**src/rtl/lbcr_pkg.sv**
```systemverilog
/*
 Constants, field layout and types for the lane B2/B3 configuration
 register slice of the repeater.
 Assumes a single 20 MHz management clock.
*/
// Notes on behaviour
// RQ1: B2 assert threshold at 0x20[3:2], reset 0
// RQ2: B2 de-assert threshold at 0x20[1:0]
// RQ3: thresholds from register only under override bit
// RQ4: B3 code 00 Hi-Z, code 11 50 ohm
// RQ5: code 01 probes every 12 ms, 50 tries
// RQ6: code 10 probes every 12 ms until found
// RQ7: detect code from register only under override
// RQ8: B3 equalizer byte at 0x24, reset 0x2F
// RQ9: 0x25 bit 7 enables short protection
// RQ10: 0x25[2:0] swing ratio, reset 0xAD
// RQ11: read-only bit 7 reports termination state
// RQ12: host writes zeros to reserved fields
package lbcr_pkg;
   // ----------------------------------------------------------------
   // register offsets
   // ----------------------------------------------------------------
   localparam logic [7:0] ADDR_B2_THRESH = 8'h20;
   localparam logic [7:0] ADDR_RSVD_A = 8'h21;
   localparam logic [7:0] ADDR_RSVD_B = 8'h22;
   localparam logic [7:0] ADDR_B3_TERM = 8'h23;
   localparam logic [7:0] ADDR_B3_EQ = 8'h24;
   localparam logic [7:0] ADDR_B3_SWING = 8'h25;
   localparam logic [7:0] ADDR_B3_STATUS = 8'h26;

   // ----------------------------------------------------------------
   // reset values
   // ----------------------------------------------------------------
   localparam logic [7:0] RST_B2_THRESH = 8'h00;
   localparam logic [7:0] RST_RSVD = 8'h00;
   localparam logic [7:0] RST_B3_TERM = 8'h00;
   localparam logic [7:0] RST_B3_EQ = 8'h2F;
   localparam logic [7:0] RST_B3_SWING = 8'hAD;

   // ----------------------------------------------------------------
   // field positions
   // ----------------------------------------------------------------
   localparam int ASSERT_LSB = 2;
   localparam int DEASSERT_LSB = 0;
   localparam int TERM_LSB = 2;
   localparam int SHORT_BIT = 7;
   localparam int SWING_LSB = 0;
   localparam int STATUS_BIT = 7;

   // ----------------------------------------------------------------
   // timing
   // ----------------------------------------------------------------
   localparam int CLK_HZ = 20000000;
   localparam int PROBE_PERIOD_MS = 12;
   localparam int PROBE_PERIOD_CYCLES = CLK_HZ / 1000 * PROBE_PERIOD_MS;
   localparam int PROBE_LIMIT = 50;

   // termination / presence-check modes
   typedef enum logic [1:0]
   {
      TERM_HIZ = 2'b00,
      TERM_AUTO_LIMITED = 2'b01,
      TERM_AUTO_ENDLESS = 2'b10,
      TERM_50 = 2'b11
   } lbcr_term_e;

   // two-bit field of a register byte
   function automatic logic [1:0] lbcr_field2(input logic [7:0] b, input int lsb);
      lbcr_field2 = b[lsb +: 2];
   endfunction
endpackage

```
**src/rtl/lbcr_probe_seq.sv**
```systemverilog
/*
 Lane B3 receiver presence check sequencer: probes the output at a
 fixed period and switches input termination once a receiver is seen.
 Assumes far_end_seen answers in the same cycle as the probe pulse.
*/
`timescale 1ns/1ps
module lbcr_probe_seq
#(
   parameter int PERIOD_CYCLES = 240000,
   parameter int LIMIT = 50
)
(
   input wire logic clk,
   input wire logic rst_b,
   input wire lbcr_pkg::lbcr_term_e mode,
   input wire logic far_end_seen,
   output logic probe,
   output logic terminated
);
   import lbcr_pkg::*;

   localparam int CW = $clog2(PERIOD_CYCLES + 1);
   localparam int TW = $clog2(LIMIT + 1);

   generate
      // a period of two would let probes come on every other edge
      if (PERIOD_CYCLES < 3 || LIMIT < 1)
      begin : g_bad
         $error("probe period or limit too small");
      end
   endgenerate

   typedef enum logic [1:0]
   {
      ST_OFF = 2'b00,
      ST_WAIT = 2'b01,
      ST_FOUND = 2'b10,
      ST_GAVEUP = 2'b11
   } lbcr_seq_e;

   lbcr_seq_e state, next_state;
   lbcr_term_e mode_q, next_mode_q;
   logic [CW-1:0] cnt, next_cnt;
   logic [TW-1:0] tries, next_tries;
   logic next_probe, next_terminated;

   // next state; a mode change restarts the whole sequence
   always_comb
   begin
      next_state = state;
      next_mode_q = mode;
      next_cnt = cnt;
      next_tries = tries;
      next_probe = 1'b0;
      next_terminated = terminated;
      if (mode != mode_q)
      begin
         next_cnt = '0;
         next_tries = '0;
         next_terminated = (mode == TERM_50); // [RQ4]
         next_state = (mode == TERM_AUTO_LIMITED || mode == TERM_AUTO_ENDLESS) ?
                      ST_WAIT : ST_OFF;
      end
      else
      begin
         unique case (state)
            ST_OFF, ST_FOUND, ST_GAVEUP:
            begin
               next_cnt = cnt;
            end
            ST_WAIT:
            begin
               // probe pulse is out this cycle: look at the answer first
               if (probe && far_end_seen)
               begin
                  next_state = ST_FOUND;
                  next_terminated = 1'b1; // [RQ5] [RQ6]
               end
               else if (probe && mode_q == TERM_AUTO_LIMITED && tries == TW'(LIMIT))
               begin
                  next_state = ST_GAVEUP; // [RQ5]
               end
               else if (cnt == CW'(PERIOD_CYCLES - 1))
               begin
                  next_cnt = '0;
                  next_probe = 1'b1; // [RQ5] [RQ6]
                  if (tries != TW'(LIMIT))
                  begin
                     next_tries = tries + TW'(1);
                  end
               end
               else
               begin
                  next_cnt = cnt + CW'(1);
               end
            end
         endcase
      end
   end

   always_ff @(posedge clk or negedge rst_b)
   begin
      if (!rst_b)
      begin
         state <= ST_OFF;
         mode_q <= TERM_HIZ;
         cnt <= '0;
         tries <= '0;
         probe <= 1'b0;
         terminated <= 1'b0;
      end
      else
      begin
         state <= next_state;
         mode_q <= next_mode_q;
         cnt <= next_cnt;
         tries <= next_tries;
         probe <= next_probe;
         terminated <= next_terminated;
      end
   end

   // ----------------------------------------------------------------
   // checks
   // ----------------------------------------------------------------
   property p_probe_alone;
      @(posedge clk) disable iff (!rst_b)
      probe |=> !probe [*2];
   endproperty
   a_probe_alone: assert property (p_probe_alone) else $error("probe not isolated"); // [RQ6]

   property p_found_terms;
      @(posedge clk) disable iff (!rst_b)
      (probe && far_end_seen && mode == mode_q && state == ST_WAIT) |=> terminated;
   endproperty
   a_found_terms: assert property (p_found_terms) else $error("no 50 ohm after detect"); // [RQ5]

   property p_fixed_modes;
      @(posedge clk) disable iff (!rst_b)
      (mode == mode_q && (mode == TERM_HIZ || mode == TERM_50)) |=>
         (terminated == ($past(mode) == TERM_50));
   endproperty
   a_fixed_modes: assert property (p_fixed_modes) else $error("fixed termination wrong"); // [RQ4]

   property p_limited_stops;
      @(posedge clk) disable iff (!rst_b)
      (mode_q == TERM_AUTO_LIMITED && tries == TW'(LIMIT)) |-> ##1 !next_probe;
   endproperty
   a_limited_stops: assert property (p_limited_stops) else $error("probe after limit"); // [RQ5]

   c_found: cover property (@(posedge clk) disable iff (!rst_b) state == ST_FOUND);
   c_gaveup: cover property (@(posedge clk) disable iff (!rst_b) state == ST_GAVEUP);
endmodule

```
**src/rtl/lbcr_regs.sv**
```systemverilog
/*
 Lane B2/B3 configuration registers 0x20-0x26 with effective setting
 outputs for the analog lanes.
 Assumes the management engine (serial slave or EEPROM loader) gives
 one-cycle read and write strobes with an 8-bit offset, and that the
 global override bits arrive as levels from register 0x08.
*/
`timescale 1ns/1ps
module lbcr_regs
#(
   parameter int PROBE_CYCLES = lbcr_pkg::PROBE_PERIOD_CYCLES,
   parameter int PROBE_TRIES = lbcr_pkg::PROBE_LIMIT
)
(
   input wire logic clk,
   input wire logic rst_b,
   input wire logic reg_wr,
   input wire logic reg_rd,
   input wire logic [7:0] reg_addr,
   input wire logic [7:0] reg_wdata,
   output logic [7:0] reg_rdata,
   input wire logic override_threshold,
   input wire logic override_presence,
   input wire logic [1:0] threshold_pin_assert,
   input wire logic [1:0] threshold_pin_deassert,
   input wire lbcr_pkg::lbcr_term_e presence_pin,
   input wire logic far_end_seen,
   output logic [1:0] lane_b2_assert_threshold,
   output logic [1:0] lane_b2_deassert_threshold,
   output logic [7:0] lane_b3_equalizer,
   output logic lane_b3_short_protect,
   output logic [2:0] lane_b3_output_swing,
   output logic lane_b3_probe,
   output logic lane_b3_terminated
);
   import lbcr_pkg::*;

   generate
      if (PROBE_CYCLES < 3 || PROBE_TRIES < 1)
      begin : g_bad
         $error("probe parameters out of range");
      end
   endgenerate

   // ----------------------------------------------------------------
   // register storage
   // ----------------------------------------------------------------
   logic [7:0] b2_thresh, next_b2_thresh;
   logic [7:0] rsvd_a, next_rsvd_a;
   logic [7:0] rsvd_b, next_rsvd_b;
   logic [7:0] b3_term, next_b3_term;
   logic [7:0] b3_swing, next_b3_swing;
   logic [7:0] next_lane_b3_equalizer;

   // writes; reserved bits are stored as written, zeros expected [RQ12]
   always_comb
   begin
      next_b2_thresh = b2_thresh;
      next_rsvd_a = rsvd_a;
      next_rsvd_b = rsvd_b;
      next_b3_term = b3_term;
      next_b3_swing = b3_swing;
      next_lane_b3_equalizer = lane_b3_equalizer;
      if (reg_wr)
      begin
         unique case (reg_addr)
            ADDR_B2_THRESH: next_b2_thresh = reg_wdata; // [RQ1] [RQ2]
            ADDR_RSVD_A: next_rsvd_a = reg_wdata;
            ADDR_RSVD_B: next_rsvd_b = reg_wdata;
            ADDR_B3_TERM: next_b3_term = reg_wdata; // [RQ4]
            ADDR_B3_EQ: next_lane_b3_equalizer = reg_wdata; // [RQ8]
            ADDR_B3_SWING: next_b3_swing = reg_wdata; // [RQ9] [RQ10]
            default: next_b2_thresh = b2_thresh; // status and others ignore writes
         endcase
      end
   end

   always_ff @(posedge clk or negedge rst_b)
   begin
      if (!rst_b)
      begin
         b2_thresh <= RST_B2_THRESH;
         rsvd_a <= RST_RSVD;
         rsvd_b <= RST_RSVD;
         b3_term <= RST_B3_TERM;
         b3_swing <= RST_B3_SWING;
         lane_b3_equalizer <= RST_B3_EQ;
      end
      else
      begin
         b2_thresh <= next_b2_thresh;
         rsvd_a <= next_rsvd_a;
         rsvd_b <= next_rsvd_b;
         b3_term <= next_b3_term;
         b3_swing <= next_b3_swing;
         lane_b3_equalizer <= next_lane_b3_equalizer;
      end
   end

   // ----------------------------------------------------------------
   // effective settings
   // ----------------------------------------------------------------
   logic [1:0] next_assert, next_deassert;
   logic next_short;
   logic [2:0] next_swing;
   lbcr_term_e eff_mode;

   // threshold and presence-mode register fields win only while their override bit is set
   always_comb
   begin
      next_assert = override_threshold ?
                    lbcr_field2(b2_thresh, ASSERT_LSB) : threshold_pin_assert; // [RQ3] [RQ1]
      next_deassert = override_threshold ?
                      lbcr_field2(b2_thresh, DEASSERT_LSB) : threshold_pin_deassert; // [RQ3] [RQ2]
      next_short = b3_swing[SHORT_BIT]; // [RQ9]
      next_swing = b3_swing[SWING_LSB +: 3]; // [RQ10]
      eff_mode = override_presence ?
                 lbcr_term_e'(lbcr_field2(b3_term, TERM_LSB)) : presence_pin; // [RQ7]
   end

   always_ff @(posedge clk or negedge rst_b)
   begin
      if (!rst_b)
      begin
         lane_b2_assert_threshold <= 2'h0;
         lane_b2_deassert_threshold <= 2'h0;
         lane_b3_short_protect <= RST_B3_SWING[SHORT_BIT];
         lane_b3_output_swing <= RST_B3_SWING[SWING_LSB +: 3];
      end
      else
      begin
         lane_b2_assert_threshold <= next_assert;
         lane_b2_deassert_threshold <= next_deassert;
         lane_b3_short_protect <= next_short;
         lane_b3_output_swing <= next_swing;
      end
   end

   // ----------------------------------------------------------------
   // presence check sequencer
   // ----------------------------------------------------------------
   // the sequencer restarts on any change of the effective mode, so a
   // pin change or an override toggle that alters that mode to code 01 or 10 begins a fresh probe run
   lbcr_probe_seq #(
      .PERIOD_CYCLES(PROBE_CYCLES),
      .LIMIT(PROBE_TRIES)
   ) u_seq (
      .clk(clk),
      .rst_b(rst_b),
      .mode(eff_mode),
      .far_end_seen(far_end_seen),
      .probe(lane_b3_probe),
      .terminated(lane_b3_terminated)
   );

   // ----------------------------------------------------------------
   // read path
   // ----------------------------------------------------------------
   logic [7:0] next_rdata;

   // read data registered; unmapped offsets answer zero
   always_comb
   begin
      next_rdata = reg_rdata;
      if (reg_rd)
      begin
         unique case (reg_addr)
            ADDR_B2_THRESH: next_rdata = b2_thresh;
            ADDR_RSVD_A: next_rdata = rsvd_a;
            ADDR_RSVD_B: next_rdata = rsvd_b;
            ADDR_B3_TERM: next_rdata = b3_term;
            ADDR_B3_EQ: next_rdata = lane_b3_equalizer;
            ADDR_B3_SWING: next_rdata = b3_swing;
            ADDR_B3_STATUS: next_rdata = {lane_b3_terminated, 7'h00}; // [RQ11]
            default: next_rdata = 8'h00;
         endcase
      end
   end

   always_ff @(posedge clk or negedge rst_b)
   begin
      if (!rst_b)
      begin
         reg_rdata <= 8'h00;
      end
      else
      begin
         reg_rdata <= next_rdata;
      end
   end

   // ----------------------------------------------------------------
   // checks
   // ----------------------------------------------------------------
   property p_eq_write;
      @(posedge clk) disable iff (!rst_b)
      (reg_wr && reg_addr == ADDR_B3_EQ) |=> lane_b3_equalizer == $past(reg_wdata);
   endproperty
   a_eq_write: assert property (p_eq_write) else $error("equalizer not written"); // [RQ8]

   property p_short_write;
      @(posedge clk) disable iff (!rst_b)
      (reg_wr && reg_addr == ADDR_B3_SWING) |-> ##2
         lane_b3_short_protect == $past(reg_wdata[SHORT_BIT], 2);
   endproperty
   a_short_write: assert property (p_short_write) else $error("short protect wrong"); // [RQ9]

   property p_swing_write;
      @(posedge clk) disable iff (!rst_b)
      (reg_wr && reg_addr == ADDR_B3_SWING) |-> ##2
         lane_b3_output_swing == $past(reg_wdata[2:0], 2);
   endproperty
   a_swing_write: assert property (p_swing_write) else $error("swing code wrong"); // [RQ10]

   property p_assert_sel;
      @(posedge clk) disable iff (!rst_b)
      override_threshold |=> lane_b2_assert_threshold == $past(b2_thresh[3:2]);
   endproperty
   a_assert_sel: assert property (p_assert_sel) else $error("assert threshold wrong"); // [RQ1]

   property p_deassert_pin;
      @(posedge clk) disable iff (!rst_b)
      !override_threshold |=> lane_b2_deassert_threshold == $past(threshold_pin_deassert);
   endproperty
   a_deassert_pin: assert property (p_deassert_pin) else $error("pin not obeyed"); // [RQ3]

   property p_deassert_reg;
      @(posedge clk) disable iff (!rst_b)
      override_threshold |=> lane_b2_deassert_threshold == $past(b2_thresh[1:0]);
   endproperty
   a_deassert_reg: assert property (p_deassert_reg) else $error("de-assert wrong"); // [RQ2]

   property p_status_read;
      @(posedge clk) disable iff (!rst_b)
      (reg_rd && reg_addr == ADDR_B3_STATUS) |=>
         reg_rdata == {$past(lane_b3_terminated), 7'h00};
   endproperty
   a_status_read: assert property (p_status_read) else $error("status read wrong"); // [RQ11]

   property p_pin_mode;
      @(posedge clk) disable iff (!rst_b)
      (!override_presence && presence_pin == TERM_50) [*3] |-> lane_b3_terminated;
   endproperty
   a_pin_mode: assert property (p_pin_mode) else $error("pin mode ignored"); // [RQ7]

   c_override: cover property (@(posedge clk) disable iff (!rst_b)
      override_presence && b3_term[3:2] == 2'b10 ##1 lane_b3_probe);
   c_status: cover property (@(posedge clk) disable iff (!rst_b)
      reg_rd && reg_addr == ADDR_B3_STATUS && lane_b3_terminated);
   c_swing: cover property (@(posedge clk) disable iff (!rst_b)
      reg_wr && reg_addr == ADDR_B3_SWING);
endmodule

```
**config.mk**
```make
export PLATFORM = sky130hd
export DESIGN_NAME = lbcr_regs
export DESIGN_NICKNAME = d
export VERILOG_FILES = /design/src/rtl/lbcr_pkg.sv /design/src/rtl/lbcr_probe_seq.sv /design/src/rtl/lbcr_regs.sv
export SDC_FILE = /design/constraint.sdc
export NUM_CORES = 1
export LEC_CHECK = 0
export ABC_AREA = 1
export BUFFER_PORTS_ARGS = -buffer_cell sky130_fd_sc_hd__buf_2
export CORE_MARGIN = 3
export CORE_UTILIZATION = 60
export DETAILED_ROUTE_END_ITERATION = 10
export PLACE_DENSITY = 0.81
export SLEW_MARGIN = 15
export SYNTH_ARGS = -nofsm -noshare
export SYNTH_HDL_FRONTEND = slang
export SYNTH_SLANG_ARGS = --single-unit
```
**constraint.sdc**
```tcl
create_clock -name clk -period 3.3 [get_ports clk]
set_clock_uncertainty 0.15 [all_clocks]
set_input_delay 0.33 -clock clk [delete_from_list [all_inputs] [get_ports clk]]
set_output_delay 0.33 -clock clk [all_outputs]
set_load 0.01 [all_outputs]
```
==> results of run 1 <==
-- placed cells by master (no fill, tap or decap), drive strengths merged, types with 2 or more instances in the layout --
master      n
dfrtp      81
clkbuf     10
nand3      68
xor2        9
a21oi       5
ha          4
inv        73
or2         4
buf        57
nand2     205
nor2       66
nand3b      5
clkinvlp    2
nand4      15
o21ai      65
nor3        6
dfstp      13
-- worst max-delay path, delay by kind of cell, from the launching register on --
| kind | cells | cell delay, ns |
|---|---|---|
| and+or+nand+nor | 6 | 0.84 |
| adders and majority gates | 1 | 0.31 |
| AOI/OAI and AO/OA | 1 | 0.15 |
| DFF | 1 | 0.44 |
-- logic make-up (layout without fill, tap and decap cells) --
family          after synthesis  count (layout)
xor+xnor                      9               9
buf+inv                      87             144
fa+ha+maj                     4               4
simple gates                369             369
compound gates               70              70
flops                        94              94
-- power groups by stage --
stage	Clock [mW]	Sequential (mW)	Combinational [mW]
global placement	0	1.24	0.203
global route	0.789	1.23	0.238
floorplan	0	1.25	0.128
detailed placement	0	1.24	0.210
CTS	0.737	1.22	0.212
finish	0.729	1.22	0.210
-- area by class of cell --
class / instances / area (um2) / area share [%]
Sequential cell: 94 / 2370 / 43.1
Multi-Input combinational cell: 452 / 2240 / 40.7
Timing Repair Buffer: 58 / 318 / 5.78
Inverter: 70 / 265 / 4.82
Clock buffer: 10 / 128 / 2.32
Tap cell: 102 / 128 / 2.32
Clock inverter: 6 / 52.6 / 0.955
-- repair_timing --
| item | 4_1_cts | 5_1_grt |
|---|---|---|
| hold buffers | 1 | 0 |
| hold endpoints to repair | 81 | 0 |
| setup endpoints to repair | 0 | 0 |
-- layer usage --
metal | vias up | wire (um)
li1 | 2116 | -
met1 | 1962 | 4870
met2 | 166 | 5410
met3 | 28 | 712
met4 | 0 | 332
met5 | - | 0
-- through the flow --
step / cells / setup slack, ns / instance area [um2]
after detailed placement: 775 / 1.36 / 5310
final: 792 / 1.32 / 5500
after global routing: 792 / 1.18 / 5500
after floorplan: 633 / 1.57 / 5020
after CTS: 792 / 1.34 / 5500
after global placement: 775 / 1.41 / 5310
-- worst max path at each step --
stage                                         from                          to  slack (ns)  depth (start not counted)
after floorplan           u_seq.cnt[0]$_DFFE_PN0P_  u_seq.tries[2]$_DFFE_PN0P_        1.57                          8
after global routing      u_seq.cnt[0]$_DFFE_PN0P_  u_seq.tries[0]$_DFFE_PN0P_        1.18                          8
after global placement                 reg_addr[4]    reg_rdata[0]$_DFFE_PN0P_        1.41                         11
final                     u_seq.cnt[0]$_DFFE_PN0P_    u_seq.cnt[9]$_DFFE_PN0P_        1.32                          8
after CTS                 u_seq.cnt[0]$_DFFE_PN0P_    u_seq.cnt[5]$_DFFE_PN0P_        1.34                          8
after detailed placement  u_seq.cnt[0]$_DFFE_PN0P_    u_seq.cnt[9]$_DFFE_PN0P_        1.36                          8
-- flip-flops by register name, indices dropped and copies added, names as in the netlist --
register / count
u_seq.cnt: 18
b2_thresh: 8
b3_swing: 8
b3_term: 8
lane_b3_equalizer: 8
reg_rdata: 8
rsvd_a: 8
rsvd_b: 8
u_seq.tries: 6
lane_b3_output_swing: 3
lane_b2_assert_threshold: 2
lane_b2_deassert_threshold: 2
u_seq.mode_q: 2
u_seq.state: 2
lane_b3_short_protect: 1
u_seq.probe: 1
u_seq.terminated: 1
==> results_dict.tcl, run 1 <==
set metrics [dict create \
    yosys_warnings 0 \
    grt_start_max_net_pins 95 \
    wirelength_um 11300 \
    endpoint_kind "register" \
    netlist_top_cells_count "nand2_1, dfrtp_1, inv_1" \
    reg2reg_to "u_seq.cnt[9]$_DFFE_PN0P_" \
    powerDensity_mw_per_mm2 393 \
    ys_seq_area_share_pct 47.2 \
    drv_slew 0 \
    min_from "threshold_pin_assert[1]" \
    clkLatencyLatePin_ns 0.37 \
    clkPwrFrac_pct 33.7 \
    area_delta_synth_final_pct 9.57 \
    netlist_top_cells_area "dfrtp_1, nand2_1, dfstp_2" \
    layout.nets 718 \
    clk_pin_slew_ns 0.11 \
    min_path_type "in2reg" \
    synthesis.nets 666 \
    crit_path_frequent_cell "nand2_4" \
    rsz0062_at_grt "false" \
    synth_top_family_by_area "simple AND/OR/NAND/NOR gates" \
    clock_sinks 94 \
    p_comb_share_pct 9.7 \
    async_reset_ff_share_pct 100 \
    max_slew_margin_pct 60.8 \
    ir_drop_uv 245 \
    finalSetupViolations 0 \
    use_met1_pct 34.3 \
    switching_power_mw 0.615 \
    power_mw 2.16 \
    intPower_mw 1.54 \
    utilization_pct 69.4 \
    reg2regPathDepth 8 \
    synth.top_cell.area_share_pct 40.4 \
    synth_ff_type "dfrtp_1" \
    synth_area_mm2 0.00502 \
    rows 32 \
    synth_seq_cells 94 \
    cts_tree "done" \
    p_leak_nw 2.79 \
    fin_crit_ns 1.98 \
    synthAdderAreaFrac_pct 0.997 \
    port_buffers 54 \
    synthMuxAreaShare_pct 0 \
    met3_usage_pct 4.74 \
    start_util_pct 63.3 \
    pwr-share-seq_pct 56.6 \
    gr-total-overflow 0 \
    synth-edff-count 0 \
    place.detailed.hpwl_um 8030 \
    grt_pass1_vias 4112 \
    drtIter0Drc 295 \
    timing.rr.start "u_seq.cnt[0]$_DFFE_PN0P_" \
    vias_per_cell 5.39 \
    yosysUniqueCellTypes 30 \
    chipWidth_um 97.5 \
    cp_slowest_cell "dfrtp_1" \
    cts_resized 0 \
    switching_share_pct 28.5 \
    gr-max-usage-layer "met2" \
    antenna_left 0 \
    worstHoldEndpoint "lane_b2_assert_threshold[1]$_DFF_PN0_" \
    holdPathStages 3 \
    grt_pass1_wl_um 19600 \
    whs_ns 0.0419 \
    cts_buffers 9 \
    cts.htree.levels 3 \
    cts_setup_buffers 0 \
    cp_data_required_time_ns 3.44 \
    synthXorXnorAreaFrac_pct 1.57 \
    synth-simple-area-share_pct 34.6 \
    status "finished clean" \
    clock.fmax_ghz 0.506 \
    setup_tns_ns 0 \
    avgSynthCellArea_um2 7.93 \
    antennaDiodeCount 0 \
    cp_max_fo 7 \
    synth_cells 633 \
    track_usage_pct 25.2 \
    maxCapViolations 0 \
    place.gp.congestion 0.907 \
    start_kind "register" \
    synth_compound_area_share_pct 7.50 \
    wire_per_inst_um 14.3 \
    ioPinCount 55 \
    cp_slowest_stage_delay_ns 0.44 \
    coreArea_mm2 0.00793 \
    synth.largest_area_cell "dfrtp_1" \
    route.detailed.drc 0 \
    critPathKind "reg2reg" \
    clockBufferDepth 2 \
    grt_use_met2_pct 40.6 \
    arrival_ns 2.12 \
    antenna_found_initial 0 \
    fillCellCount 642 \
    final_hold_viol_count 0 \
    worstMarginPinSlew_ns 0.585 \
    via_count 4272 \
    min_period_over_period_pct 59.9 \
    dieArea_mm2 0.00950 \
    rrSetupSlack_ns 1.32 \
    dr.pass1.iters 7 \
    path_cells "ha_1 -> nand2_2 -> nor2_8 -> nand2_4 -> nor2_1 -> nor2_2 -> nand2_4 -> o21ai_2" \
    yosysMostFrequentCell "nand2_1" \
    drive_above_1_share_pct 18.3 \
    cts_root_buf "clkbuf_8" \
    chipHeight_um 97.5 \
]
Power figures use the tool's default switching activity.
==> run 2, diff against run 1 <==
--- a/config.mk
+++ b/config.mk
@@ -8,9 +8,9 @@
 export ABC_AREA = 1
 export BUFFER_PORTS_ARGS = -buffer_cell sky130_fd_sc_hd__buf_2
 export CORE_MARGIN = 3
-export CORE_UTILIZATION = 60
+export CORE_UTILIZATION = 53
 export DETAILED_ROUTE_END_ITERATION = 10
-export PLACE_DENSITY = 0.81
+export PLACE_DENSITY = 0.76
 export SLEW_MARGIN = 15
 export SYNTH_ARGS = -nofsm -noshare
 export SYNTH_HDL_FRONTEND = slang
==> constraint.sdc (replaced) <==
create_clock -name clk -period 1.6 [get_ports clk]
set_clock_uncertainty 0.15 [all_clocks]
set_input_delay 0.16 -clock clk [delete_from_list [all_inputs] [get_ports clk]]
set_output_delay 0.16 -clock clk [all_outputs]
set_load 0.01 [all_outputs]
==> results_dict.tcl, run 2 (same netlist as run 1, synthesis figures left out) <==
set metrics [dict create \
    largest_reg_flops 18 \
    ioPinCount 55 \
    min_from "reg_wdata[3]" \
    place.detailed.hpwl_um 8650 \
    port_buffers 54 \
    clockBufferDepth 2 \
    finalSetupViolations 15 \
    met3_usage_pct 4.02 \
    clk_pin_slew_ns 0.10 \
    antenna_left 0 \
    gr-max-usage-layer "met2" \
    wire_per_inst_um 14.7 \
    reg2regPathDepth 11 \
    clkLatencyLatePin_ns 0.38 \
    max_slew_margin_pct 62.0 \
    p_leak_nw 3.22 \
    cp_max_fo 5 \
    mostFrequentLayoutCell "nand2_1" \
    route.detailed.drc 0 \
    drive_above_1_share_pct 28.3 \
    cp-startpoint "u_seq.cnt[4]$_DFFE_PN0P_" \
    mostFrequentLayoutCells "nand2_1, dfrtp_1, inv_1, nand3_1, buf_2" \
    start_util_pct 55.9 \
    drv_slew 0 \
    drtIter0Drc 214 \
    violations "setup timing" \
    holdPathStages 3 \
    rows 34 \
    rsz0062_at_grt "true" \
    multi_input_area_mm2 0.00245 \
    grt_pass1_vias 4332 \
    rrSetupSlack_ns -0.09 \
    cp_data_required_time_ns 1.73 \
    final_hold_viol_count 0 \
    status "finished with violations" \
    cts.htree.levels 3 \
    vias_per_cell 5.29 \
    worstMarginPinSlew_ns 0.567 \
    cts_tree "done" \
    layout.nets 791 \
    grt_pass1_wl_um 20500 \
    setup_tns_ns -0.746 \
    reg2reg_to "u_seq.cnt[17]$_DFFE_PN0P_" \
    coreArea_mm2 0.00898 \
    fillCellCount 687 \
    critPathKind "reg2reg" \
    worstHoldEndpoint "b2_thresh[3]$_DFFE_PN0P_" \
    start_kind "register" \
    area_delta_synth_final_pct 28.3 \
    min_path_type "in2reg" \
    fin_crit_ns 1.69 \
    setup_ws_ns -0.0881 \
    chipWidth_um 103 \
    wirelength_um 13100 \
    use_met1_pct 30.5 \
    place_inst 837 \
    maxCapViolations 0 \
    arrival_ns 1.82 \
    via_count 4699 \
    place.gp.congestion 0.898 \
    registers.top_by_ff_count "u_seq.cnt" \
    chipHeight_um 103 \
    grt_start_max_net_pins 37 \
    clock_sinks 94 \
    track_usage_pct 24.8 \
    cts_root_buf "clkbuf_8" \
    ir_drop_uv 503 \
    gr-total-overflow 0 \
    dr.pass1.iters 5 \
    clock.fmax_ghz 0.592 \
    seq_area_mm2 0.00237 \
    stdcell_count 889 \
    cts_buffers 9 \
    dieArea_mm2 0.0107 \
    timing.rr.start "u_seq.cnt[4]$_DFFE_PN0P_" \
    antenna_found_initial 0 \
    min_period_over_period_pct 106 \
    antennaDiodeCount 0 \
    grt_use_met2_pct 44.0 \
    powerDensity_mw_per_mm2 744 \
    endpoint_kind "register" \
]
## run 2: what timing repair did
action,CTS,global route
pin swaps,13,18
buffers inserted,4,10
hold buffers,20,0
gates resized for setup,17,31
cloned,0,2
setup endpoints to repair,24,25
endpoints found under the hold margin,118,0
## run 2: power breakdown
part	total, mW	switching (mW)	internal (mW)
Combinational	0.582	0.373	0.209
Sequential	2.52	0.0521	2.47
Clock	1.69	0.909	0.777
## run 2: worst max-delay path by stage
stage | endpoint | cells after the start
floorplan | u_seq.cnt[5]$_DFFE_PN0P_ | 10
global placement | u_seq.cnt[10]$_DFFE_PN0P_ | 9
detailed placement | u_seq.cnt[2]$_DFFE_PN0P_ | 10
CTS | u_seq.tries[2]$_DFFE_PN0P_ | 8
global route | u_seq.cnt[17]$_DFFE_PN0P_ | 11
finish | u_seq.cnt[17]$_DFFE_PN0P_ | 11
## run 2: cell type report
cell class	instances	area share [%]
Timing Repair inverter	2	0.272
Inverter	70	4.35
Clock inverter	6	1.07
Multi-Input combinational cell	452	38.0
Clock buffer	10	2.14
Timing Repair Buffer	129	14.9
Sequential cell	94	36.8
Tap cell	126	2.45
## run 2: worst max-delay path: stages, from the launching register on
cell and delay (ns):
dfrtp_1 0.46, buf_4 0.15, nand2_2 0.05, nor2_2 0.12
nand2_1 0.09, nor2_1 0.12, buf_4 0.18, nand2_2 0.05
nand2_1 0.05, nand2_1 0.04, nand3_1 0.06, nand2_1 0.06
## run 2: metal layers
layer,up-vias,part of all wire (%),routed length (um)
li1,2276,-,-
met1,2231,40,5280
met2,155,52,6770
met3,37,5.1,663
met4,0,2.7,354
met5,-,0,0
## run 2: metrics by stage
step / utilization (%) / worst slack, ns / total power [mW] / area, um2 / hold slack [ns]
2_1_floorplan: - / -0.0211 / 2.85 / 5070 / -0.286
3_3_place_gp: 63.5 / -0.0408 / 3.03 / 5700 / -0.0181
3_5_place_dp: 63.5 / -0.117 / 3.05 / 5700 / -0.00856
4_1_cts: 69.2 / -0.0453 / 4.76 / 6210 / 0.000702
5_1_grt: 71.7 / -0.145 / 4.99 / 6440 / 0.0156
6_report: 71.7 / -0.0881 / 4.79 / 6440 / 0.00668
